File: src/hw/dac_pkg.sv
// shared constants for the serial converter front end
// assumes a single 250 MHz system clock and an AHB-Lite register bus
package dac_pkg;

  // ---------------------------------------------------------------
  // serial word layout
  // ---------------------------------------------------------------
  localparam int WORD_BITS = 16;
  localparam int DATA_BITS = 12;
  localparam int COUNT_BITS = 5;
  localparam logic [COUNT_BITS-1:0] WORD_EDGES = 5'h10;
  localparam logic [COUNT_BITS-1:0] LAST_EDGE_COUNT = 5'h0F;
  localparam logic [COUNT_BITS-1:0] COUNT_RESET = 5'h00;
  localparam logic [WORD_BITS-1:0] SHIFT_RESET = 16'h0000;
  localparam logic [DATA_BITS-1:0] LATCH_RESET = 12'h000;
  localparam logic [DATA_BITS-1:0] CODE_RESET = 12'h000;
  localparam logic [DATA_BITS-1:0] MSB_FLIP = 12'h800;

  // ---------------------------------------------------------------
  // synchronised pin vector positions
  // ---------------------------------------------------------------
  localparam int PIN_COUNT = 6;
  localparam int PIN_SCLK = 0;
  localparam int PIN_FRAME = 1;
  localparam int PIN_DATA = 2;
  localparam int PIN_LOAD = 3;
  localparam int PIN_CLEAR = 4;
  localparam int PIN_CHAIN = 5;
  // idle level of each pin: clocks, frame, strobes high
  localparam logic [PIN_COUNT-1:0] PIN_IDLE = 6'h1B;

  // ---------------------------------------------------------------
  // register map, byte addresses
  // ---------------------------------------------------------------
  localparam int ADDR_BITS = 8;
  localparam logic [ADDR_BITS-1:0] CTRL_ADDR = 8'h00;
  localparam logic [ADDR_BITS-1:0] STATUS_ADDR = 8'h04;
  localparam logic [ADDR_BITS-1:0] LATCH_ADDR = 8'h08;
  localparam logic [ADDR_BITS-1:0] CODE_ADDR = 8'h0C;
  localparam logic [ADDR_BITS-1:0] SHIFT_ADDR = 8'h10;
  localparam int CTRL_FORMAT_BIT = 0;
  localparam int CTRL_BIPOLAR_BIT = 1;
  localparam logic [1:0] CTRL_RESET = 2'h0;
  localparam int STAT_AUTO_BIT = 0;
  localparam int STAT_FRAME_BIT = 1;
  localparam int STAT_CLEAR_BIT = 2;
  localparam int STAT_CHAIN_BIT = 3;
  localparam int STAT_COUNT_LSB = 4;
  localparam logic [31:0] RDATA_RESET = 32'h0000_0000;
  localparam logic [1:0] HTRANS_NONSEQ = 2'h2;
  localparam logic [2:0] HSIZE_WORD = 3'h2;

  // core code: straight binary fraction of the output span
  function automatic logic [DATA_BITS-1:0] core_code(
    input logic [DATA_BITS-1:0] latch,
    input logic format_select,
    input logic bipolar
  );
    if (bipolar && format_select)
    begin
      core_code = latch ^ MSB_FLIP;
    end
    else
    begin
      core_code = latch;
    end
  endfunction

endpackage

File: src/hw/pin_if.sv
// synchronised pin levels and edge pulses between the pin stage and the core
// assumes both ends run on the one system clock
`timescale 1ns/10ps
interface pin_if;
  import dac_pkg::*;
  logic [PIN_COUNT-1:0] level;
  logic sclk_fall;
  logic frame_fall;
  logic load_fall;

  modport sync_end (output level, output sclk_fall, output frame_fall, output load_fall);
  modport core_end (input level, input sclk_fall, input frame_fall, input load_fall);
endinterface

File: src/hw/pin_sync.sv
// two-flop synchronisers for all six pins plus falling edge detection on clock, frame and load
// assumes raw pins are asynchronous to clock
`timescale 1ns/10ps
module pin_sync
  import dac_pkg::*;
(
  input wire logic clock,
  input wire logic sys_rst,
  input wire logic [dac_pkg::PIN_COUNT-1:0] pins_raw,
  pin_if.sync_end pins
);

  logic [PIN_COUNT-1:0] meta_q;
  logic [PIN_COUNT-1:0] meta_d;
  logic [PIN_COUNT-1:0] sync_q;
  logic [PIN_COUNT-1:0] sync_d;
  logic [PIN_COUNT-1:0] prev_q;
  logic [PIN_COUNT-1:0] prev_d;

  // ---------------------------------------------------------------
  // synchroniser chain
  // ---------------------------------------------------------------
  // first stage feeds only the second stage
  always_comb
  begin
    meta_d = pins_raw;
    sync_d = meta_q;
    prev_d = sync_q;
  end

  always_ff @(posedge clock)
  begin
    if (sys_rst)
    begin
      meta_q <= PIN_IDLE;
      sync_q <= PIN_IDLE;
      prev_q <= PIN_IDLE;
    end
    else
    begin
      meta_q <= meta_d;
      sync_q <= sync_d;
      prev_q <= prev_d;
    end
  end

  // ---------------------------------------------------------------
  // edge pulses
  // ---------------------------------------------------------------
  assign pins.level = sync_q;
  assign pins.sclk_fall = prev_q[PIN_SCLK] & ~sync_q[PIN_SCLK];
  assign pins.frame_fall = prev_q[PIN_FRAME] & ~sync_q[PIN_FRAME];
  assign pins.load_fall = prev_q[PIN_LOAD] & ~sync_q[PIN_LOAD];

endmodule

File: src/hw/serial_dac_input_logic.sv
// serial input shift register, converter latch and register slave
// assumes link pins asynchronous to clock, host period well above 16 ns
// Behaviour
// - low clear forces latch to zeros
// - zero code gives zero or most negative
// - unipolar coding is straight binary
// - bipolar with format high is two's complement
// - bipolar format low: offset binary, passed without MSB inversion
// - sixteen-bit word sampled on falling clock
// - link is clock, data, frame select
// - automatic or strobe-driven latch update
// - strobe low: load on sixteenth edge
// - standalone passes only sixteen edges
// - strobe high at frame start: strobe loads
// - four ignored bits, then data MSB first
// - chain mode: no gating, bits emerge out
`timescale 1ns/10ps
module serial_dac_input_logic
  import dac_pkg::*;
(
  input wire logic clock,
  input wire logic sys_rst,
  input wire logic shift_clock,
  input wire logic serial_in,
  input wire logic host_transmit_frame_n,
  input wire logic latch_load_n,
  input wire logic latch_clear_n,
  input wire logic chain_enable,
  output logic serial_out,
  output logic [dac_pkg::DATA_BITS-1:0] dac_code,
  input wire logic hsel,
  input wire logic [31:0] haddr,
  input wire logic [1:0] htrans,
  input wire logic hwrite,
  input wire logic [2:0] hsize,
  input wire logic [31:0] hwdata,
  input wire logic hready,
  output logic [31:0] hrdata,
  output logic hreadyout,
  output logic hresp
);
  import dac_pkg::*;

  pin_if pins ();

  logic [PIN_COUNT-1:0] pins_raw;
  logic frame_n;
  logic chain;
  logic clear_active;
  logic load_level_n;
  logic data_bit;

  logic [WORD_BITS-1:0] shift_q;
  logic [WORD_BITS-1:0] shift_d;
  logic [COUNT_BITS-1:0] count_q;
  logic [COUNT_BITS-1:0] count_d;
  logic [COUNT_BITS-1:0] count_base;
  logic auto_q;
  logic auto_d;
  logic [DATA_BITS-1:0] latch_q;
  logic [DATA_BITS-1:0] latch_d;
  logic sout_q;
  logic sout_d;
  logic [DATA_BITS-1:0] code_q;
  logic [DATA_BITS-1:0] code_d;
  logic pass_edge;
  logic auto_load;
  logic strobe_load;

  logic [1:0] ctrl_q;
  logic [1:0] ctrl_d;
  logic wr_pend_q;
  logic wr_pend_d;
  logic [ADDR_BITS-1:0] wr_addr_q;
  logic [ADDR_BITS-1:0] wr_addr_d;
  logic [31:0] rdata_q;
  logic [31:0] rdata_d;
  logic [31:0] status_word;
  logic bus_take;

  // ---------------------------------------------------------------
  // pin synchronisers
  // ---------------------------------------------------------------
  // six pins: the three link pins plus load, clear and chain
  always_comb
  begin
    pins_raw = '0;
    pins_raw[PIN_SCLK] = shift_clock;
    pins_raw[PIN_FRAME] = host_transmit_frame_n;
    pins_raw[PIN_DATA] = serial_in;
    pins_raw[PIN_LOAD] = latch_load_n;
    pins_raw[PIN_CLEAR] = latch_clear_n;
    pins_raw[PIN_CHAIN] = chain_enable;
  end

  pin_sync u_pin_sync (
    .clock(clock),
    .sys_rst(sys_rst),
    .pins_raw(pins_raw),
    .pins(pins)
  );

  assign frame_n = pins.level[PIN_FRAME];
  assign chain = pins.level[PIN_CHAIN];
  assign clear_active = ~pins.level[PIN_CLEAR];
  assign load_level_n = pins.level[PIN_LOAD];
  assign data_bit = pins.level[PIN_DATA];

  // ---------------------------------------------------------------
  // serial shift path and latch
  // ---------------------------------------------------------------
  always_comb
  begin
    // a new frame restarts the edge count
    count_base = pins.frame_fall ? COUNT_RESET : count_q;
    pass_edge = pins.sclk_fall & ~frame_n & (chain | (count_base < WORD_EDGES));
    shift_d = pass_edge ? {shift_q[WORD_BITS-2:0], data_bit} : shift_q;
    count_d = count_base;
    if (pass_edge && count_base < WORD_EDGES)
    begin
      count_d = count_base + 5'h01;
    end
    auto_d = pins.frame_fall ? ~load_level_n : auto_q;
    auto_load = pass_edge & auto_d & (count_base == LAST_EDGE_COUNT);
    strobe_load = pins.load_fall & ~auto_q & frame_n;
    latch_d = latch_q;
    if (auto_load || strobe_load)
    begin
      latch_d = shift_d[DATA_BITS-1:0];
    end
    if (clear_active)
    begin
      latch_d = LATCH_RESET;
    end
    sout_d = chain ? shift_d[WORD_BITS-1] : 1'b0;
    code_d = core_code(latch_d, ctrl_q[CTRL_FORMAT_BIT], ctrl_q[CTRL_BIPOLAR_BIT]);
  end

  always_ff @(posedge clock)
  begin
    if (sys_rst)
    begin
      shift_q <= SHIFT_RESET;
      count_q <= WORD_EDGES;
      auto_q <= 1'b0;
      latch_q <= LATCH_RESET;
      sout_q <= 1'b0;
      code_q <= CODE_RESET;
    end
    else
    begin
      shift_q <= shift_d;
      count_q <= count_d;
      auto_q <= auto_d;
      latch_q <= latch_d;
      sout_q <= sout_d;
      code_q <= code_d;
    end
  end

  assign serial_out = sout_q;
  assign dac_code = code_q;

  // ---------------------------------------------------------------
  // AHB-Lite register slave
  // ---------------------------------------------------------------
  always_comb
  begin
    status_word = '0;
    status_word[STAT_AUTO_BIT] = auto_q;
    status_word[STAT_FRAME_BIT] = ~frame_n;
    status_word[STAT_CLEAR_BIT] = clear_active;
    status_word[STAT_CHAIN_BIT] = chain;
    status_word[STAT_COUNT_LSB +: COUNT_BITS] = count_q;
  end

  // address phase decode, write lands in the data phase
  always_comb
  begin
    bus_take = hsel & hready & (htrans == HTRANS_NONSEQ) & (hsize == HSIZE_WORD);
    wr_pend_d = bus_take & hwrite;
    wr_addr_d = bus_take ? haddr[ADDR_BITS-1:0] : wr_addr_q;
    ctrl_d = ctrl_q;
    if (wr_pend_q && wr_addr_q == CTRL_ADDR)
    begin
      ctrl_d = hwdata[1:0];
    end
    rdata_d = RDATA_RESET;
    if (bus_take && !hwrite)
    begin
      unique case (haddr[ADDR_BITS-1:0])
        CTRL_ADDR: rdata_d = 32'(ctrl_q);
        STATUS_ADDR: rdata_d = status_word;
        LATCH_ADDR: rdata_d = {20'h0_0000, latch_q};
        CODE_ADDR: rdata_d = {20'h0_0000, code_q};
        SHIFT_ADDR: rdata_d = {16'h0000, shift_q};
        default: rdata_d = RDATA_RESET; // unmapped reads as zero
      endcase
    end
  end

  always_ff @(posedge clock)
  begin
    if (sys_rst)
    begin
      ctrl_q <= CTRL_RESET;
      wr_pend_q <= 1'b0;
      wr_addr_q <= CTRL_ADDR;
      rdata_q <= RDATA_RESET;
    end
    else
    begin
      ctrl_q <= ctrl_d;
      wr_pend_q <= wr_pend_d;
      wr_addr_q <= wr_addr_d;
      rdata_q <= rdata_d;
    end
  end

  assign hrdata = rdata_q;
  assign hreadyout = 1'b1; // zero wait states
  assign hresp = 1'b0; // always OKAY

endmodule

File: config.mk
export PLATFORM = sky130hd
export DESIGN_NAME = serial_dac_input_logic
export DESIGN_NICKNAME = d
export VERILOG_FILES = /design/src/hw/dac_pkg.sv /design/src/hw/pin_if.sv /design/src/hw/pin_sync.sv /design/src/hw/serial_dac_input_logic.sv
export SDC_FILE = /design/constraint.sdc
export NUM_CORES = 1
export LEC_CHECK = 0
export ABC_AREA = 1
export BUFFER_PORTS_ARGS = -buffer_cell sky130_fd_sc_hd__buf_2
export CORE_ASPECT_RATIO = 1.1
export CORE_MARGIN = 2
export CORE_UTILIZATION = 44
export DETAILED_ROUTE_END_ITERATION = 6
export PLACE_DENSITY = 0.74
export SYNTH_ARGS = -nofsm -noshare
export SYNTH_HDL_FRONTEND = slang
export SYNTH_SLANG_ARGS = --single-unit
File: constraint.sdc
create_clock -name clock -period 1.9 [get_ports clock]
set_clock_uncertainty 0.2 [all_clocks]
set_input_delay 0.285 -clock clock [delete_from_list [all_inputs] [get_ports clock]]
set_output_delay 0.285 -clock clock [all_outputs]
set_load 0.02 [all_outputs]
# After elaboration in Yosys (flattened, before gate mapping)
# Cells that the tools add are included.
# classes
n_mux,8
eq_ne,7
n_addsub,1
n_bitwise,22
reduce_logical,10
magnitude_cmp,1
# ops
cell,n
$pmux 16 s5,1
$mux 12,3
$eq 8x4->1 const B,2
$logic_not 8->1,2
$mux 16,1
$and 1x1->1,13
$mux 5,2
$eq 8x3->1 const B,1
$eq 8x5->1 const B,1
$not 1->1,8
$add 5x1->5 const B,1
$eq 5x4->1 const B,1
$lt 5x5->1 const B,1
$logic_and 1x1->1,4
$reduce_or 2->1,2
$eq 3x2->1 const B,1
$eq 2x2->1 const B,1
$logic_not 1->1,1
$logic_or 1x1->1,1
$mux 1,1
$or 1x1->1,1
# totals
in_bits,80
out_inout_bits,47
elab_cells,63
regBits,106

# Longest topological paths before layout
# logic_depth
depth_word,13
mapped_depth,16
ltp_nobuf,16

# Modules after synthesis
# From an unflattened synthesis, not the netlist that was laid out.
# hier_totals
hier_cells,446
hier_area_um2,3345.7
# modules_own_cells
mod,area_each_um2,instances,cells_per_inst
serial_dac_input_logic,2892.8,1,393
pin_sync,452.9,1,53

# Worst setup path after synthesis
# Ideal clock, no wire load.
# synth_timing
path_kind,register -> register
start,register u_pin_sync.sync_q[1] (netlist: u_pin_sync.pins.level[1])
end,register latch_q[10]
n_path_buf,1
arrival_ns,1.802
setup_ns,0.086
path_stages_with_launch,16
slack_ns,-0.187
cell_sequence,dfxtp_1 > inv_2 > nand2_4 > inv_1 > nor2_1 > ha_1 > inv_1 > nor3_1 > ha_1 > inv_1 > nor2_4 > nand2_4 > nand2_4 > buf_6 > nor2_1 > a211oi_1
# synth_between
elab_chain_cells,11
# synth_lines
element,line,text
from (decl),pin_sync.sv:15,logic [PIN_COUNT-1:0] sync_q;
from (signal assigned),pin_sync.sv:42,sync_q <= sync_d;
$not 1->1,"pin_sync.sv:52, serial_dac_input_logic.sv:116",
$and 1x1->1,pin_sync.sv:52,assign pins.frame_fall = prev_q[PIN_FRAME] & ~sync_q[PIN_FRAME];
$mux 5,serial_dac_input_logic.sv:115,count_base = pins.frame_fall ? COUNT_RESET : count_q;
$lt 5x5->1,serial_dac_input_logic.sv:116,pass_edge = pins.sclk_fall & ~frame_n & (chain | (count_base < WORD_EDGES));
$or 1x1->1,serial_dac_input_logic.sv:116,
$and 1x1->1,serial_dac_input_logic.sv:116,
$and 1x1->1 (2 in a row),serial_dac_input_logic.sv:124,auto_load = pass_edge & auto_d & (count_base == LAST_EDGE_COUNT);
$logic_or 1x1->1,serial_dac_input_logic.sv:127,if (auto_load || strobe_load)
$mux 12 (*),serial_dac_input_logic.sv:127,
$mux 12 (*),serial_dac_input_logic.sv:131,if (clear_active)
to (signal assigned),serial_dac_input_logic.sv:155,latch_q <= latch_d;
to (decl),serial_dac_input_logic.sv:60,logic [DATA_BITS-1:0] latch_q;
# Mark *: on every way between the ends. The rest lies on a longest branch, timed or not.
# A chain may end at the register's enable or synchronous reset.

# Worst setup path after layout
# layout_timing
start,register u_pin_sync.sync_q[1] (netlist: u_pin_sync.pins.level[1])
end,register code_q[11] (netlist: dac_code[11])
# layout_between
elab_chain_cells,13
# layout_lines
element,line,text
$not 1->1,"pin_sync.sv:52, serial_dac_input_logic.sv:116",
$and 1x1->1,pin_sync.sv:52,
$mux 5,serial_dac_input_logic.sv:115,
$lt 5x5->1,serial_dac_input_logic.sv:116,
$or 1x1->1,serial_dac_input_logic.sv:116,
$and 1x1->1,serial_dac_input_logic.sv:116,
$and 1x1->1 (2 in a row),serial_dac_input_logic.sv:124,
$logic_or 1x1->1,serial_dac_input_logic.sv:127,
$mux 12 (*),serial_dac_input_logic.sv:127,
$mux 12 (*),serial_dac_input_logic.sv:131,
$not 1->1 (no source line),-,
$mux 12 (*),dac_pkg.sv:59,if (bipolar && format_select)
to (signal assigned),serial_dac_input_logic.sv:157,code_q <= code_d;
to (decl),serial_dac_input_logic.sv:64,logic [DATA_BITS-1:0] code_q;
# Marked as above.

==> flow_metrics.py <==
metrics = {
    "sta": {
        "finalSetupViolCount": 13,
        "fin_ws_ns": -0.1695,
        "worstMarginPinSlew_ns": 0.5834,
        "finalCritPeriodShare_pct": 108.9,
        "hold_viol": 0,
        "rsz0062_at_grt": "yes",
        "fin_crit_ns": 2.069,
        "relSlewSlack_pct": 60.99,
        "slew_viol_final": 0,
        "clock.fmax_mhz": 483.2,
        "timing.hold.ws_ns": 0.01880,
    },
    "die": {
        "core_um2": 7391,
        "die_w_um": 86.79,
        "die_y_um": 95.06,
        "io_pins": 127,
        "die_area_um2": 8250,
        "placementRows": 33,
        "initial_core_util_pct": 44.88,
    },
    "clock_tree": {
        "clock_path_buffers": 2,
        "path_clk_slew_ns": 0.07,
        "clkLatencyLatePin_ns": 0.34,
        "cts_tree": "built",
        "numCtsBuffers": 9,
        "cts_max_level": 3,
        "clock-root-buffer": "clkbuf_8",
        "clock_sinks": 78,
    },
    "critical_path": {
        "cp_slowest_cell": "dfxtp_2",
        "worst-path-buf-inv": 4,
        "worst_setup_path_start_kind": "register",
        "max_stage_delay_ns": 0.34,
        "crit_arrival_ns": 2.15,
        "required_ns": 1.99,
        "path_class": "register to register",
        "cp_cell_sequence": "inv_2 -> nand2_4 -> inv_4 -> nor2_4 -> ha_4 -> inv_2 -> nor3_2 -> ha_2 -> inv_2 -> nor2_4 -> nand2_4 -> nand2_8 -> nand2_1 -> nand4_1 -> nand2_1 -> nor2_1",
        "cp_common_cell": "inv_2",
        "reg2reg_from": "u_pin_sync.pins.level[1]",
        "path_max_fanout": 6,
        "end_kind": "register",
        "crit_start": "u_pin_sync.pins.level[1]",
        "critPathTopFamily": "simple AND/OR/NAND/NOR gates",
    },
    "route": {
        "dr.pass1.iters": 4,
        "dr_total_vias": 2888,
        "drt_wl_total_mm": 7.483,
        "drtAntennaViolNets": 0,
        "wire_per_inst_um": 12.70,
        "viasPerCell": 4.903,
        "drc": 0,
        "drtIter0Drc": 223,
    },
    "synthesis": {
        "synth_seq_area_share_pct": 47.08,
        "synth-edff-count": 0,
        "synth_area_per_cell_um2": 7.805,
        "yosys.area.top_type_share_pct": 47.08,
        "yosysMostFrequentCell": "dfxtp_1",
        "async_flop_share_pct": 0,
        "synthDistinctLibCells": 35,
        "yosysWarnings": 0,
        "synth_top_flop_cell": "dfxtp_1",
        "ys_seq_elements": 78,
        "ys_top_cells_by_count": "dfxtp_1, nor2_1, nand2_1",
        "synthCells": 425,
        "synth_area_leader_cell": "dfxtp_1",
        "syn-cell-area_um2": 3317,
        "ys_top_cells_by_area": "dfxtp_1, nor2_1, buf_4, nand2_1, o21ai_0",
    },
    "status": {
        "status": "finished, violations left",
        "violations": "negative setup slack",
    },
    "power_and_ir_drop": {
        "seq_power_share_pct": 53.3,
        "powerDensity_nw_per_um2": 776.4,
        "pwr-share-clk_pct": 38.9,
        "p_leak_nw": 1.865,
        "sw_frac_of_total_pct": 23.81,
        "switchingPower_mw": 0.7515,
        "vdd_drop_max_v": 0.0004654,
        "p_int_mw": 2.405,
        "p_comb_share_pct": 7.8,
    },
    "layout": {
        "drive_gt1_share_pct": 30.28,
        "utilization_pct": 55.00,
        "fillCellCount": 662,
        "antenna_cells": 0,
        "synthToLayoutAreaGrowth_pct": 22.56,
        "fin_nets": 579,
    },
    "place": {
        "dp_hpwl_mm": 4.830,
        "port_buffers": 54,
        "place_congestion": 0.8531,
    },
    "grt": {
        "grt_usage_pct": 18.81,
        "antenna_found_initial": 0,
        "grt_max_degree": 30,
        "grt.overflow.total": 0,
        "grt_pass1_wl_mm": 12.12,
        "grt_pass1_vias": 2689,
    },
    "job": {
        "max-cap-violations": 0,
    },
    "worst_hold_path": {
        "hold_class": "input pin to register",
        "hp-start": "haddr[7]",
    },
}
flip-flops by register name, summed over array words and instances (netlist names), 2 cells and up:
name / cells
shift_q: 16
u_pin_sync.meta_q: 6
ctrl_q: 2
hrdata: 16
latch_q: 12
u_pin_sync.pins.level: 6
u_pin_sync.prev_q: 3
count_q: 5
wr_addr_q: 8
layout make-up:
type / count / area (µm²) / area share, %
clock buffers: 14 / 192.7 / 4.740
clock inverters: 2 / 12.51 / 0.3078
inverters: 51 / 196.4 / 4.832
multi-input cells: 272 / 1441 / 35.46
flip-flops and latches: 78 / 1563 / 38.44
well taps: 87 / 108.9 / 2.678
repair buffers: 85 / 550.5 / 13.54
power groups by stage:
stage	Clock (mW)	Sequential (mW)	Combinational [mW]
after floorplan	0	1.71	0.182
final	1.23	1.68	0.247
after detailed placement	0	1.72	0.210
after global placement	0	1.72	0.206
after CTS	1.24	1.68	0.236
after global routing	1.32	1.68	0.274
tightest hold or removal path, delay by kind of cell:
family / cells / cell delay, ns
buf+inv: 1 / 0.09
simple gates: 1 / 0.08
compound gates: 1 / 0.08
timing repair:
item / CTS / global route
setup buffers: 2 / 2
gates cloned: 2 / 1
endpoints found under the hold margin: 9 / 0
resized for setup: 14 / 18
pin swaps: 4 / 14
hold buffers: 9 / 0
endpoints found under the setup margin: 13 / 31
kinds of logic after synthesis:
family          after synthesis  share of synthesized area (%)
simple gates                176                          24.63
fa+ha+maj                     2                         0.7543
buf+inv                      94                          15.50
flops                        78                          47.08
compound gates               73                          11.81
other cells                   2                         0.2264
layer usage:
layer / track usage (%) / vias up / part of all wire [%]
met2: 30.85 / 116 / 49
met3: 4.675 / 19 / 7.0
met4: 7.682 / 0 / 2.7
li1: - / 1444 / -
met5: 0 / - / 0
met1: 23.59 / 1309 / 41
per-stage QoR:
stage / setup TNS, ns / cell area [µm²] / cells / setup WS, ns / power (mW)
global route: -3.463 / 4065 / 589 / -0.3094 / 3.280
finish: -1.759 / 4065 / 589 / -0.1695 / 3.156
CTS: -0.9824 / 3976 / 586 / -0.1177 / 3.160
detailed placement: -1.938 / 3610 / 557 / -0.2161 / 1.928
floorplan: -0.3558 / 3391 / 441 / -0.05604 / 1.897
global placement: -1.236 / 3610 / 557 / -0.1565 / 1.924
path summary, 6_finish.rpt:
path	to	slack [ns]	depth (start not counted)
setup / recovery	dac_code[11]	-0.17	16
hold / removal	wr_addr_q[7]	0.02	3
setup reg to reg	dac_code[11]	-0.17	16
hold reg to reg	u_pin_sync.pins.level[2]	0.21	2
layout by cell type, fill, tap and decap left out, types with 2 or more instances in the layout:
cell | Yosys | routed
nor3_2 | 0 | 2
inv_4 | 1 | 2
buf_12 | 0 | 2
nand2_4 | 4 | 6
conb_1 | 2 | 18
inv_2 | 2 | 5
nand2_2 | 3 | 5
nor2_2 | 3 | 12
inv_1 | 47 | 43
nand3_2 | 1 | 4
dfxtp_1 | 78 | 77
dlygate4sd3_1 | 0 | 9
nand2_1 | 60 | 57
o21ai_1 | 1 | 7
o21ai_0 | 40 | 33
o21ai_2 | 1 | 2
o211ai_1 | 3 | 3
a21oi_1 | 24 | 24
buf_4 | 33 | 20
buf_2 | 1 | 54
a211oi_2 | 1 | 3
clkbuf_8 | 0 | 14
nand3_1 | 6 | 3
nand4_1 | 2 | 2
nor2_1 | 73 | 63
or2_2 | 8 | 8
nor3_1 | 10 | 8
nor2_4 | 2 | 3
(Power assumes the default switching activity.)
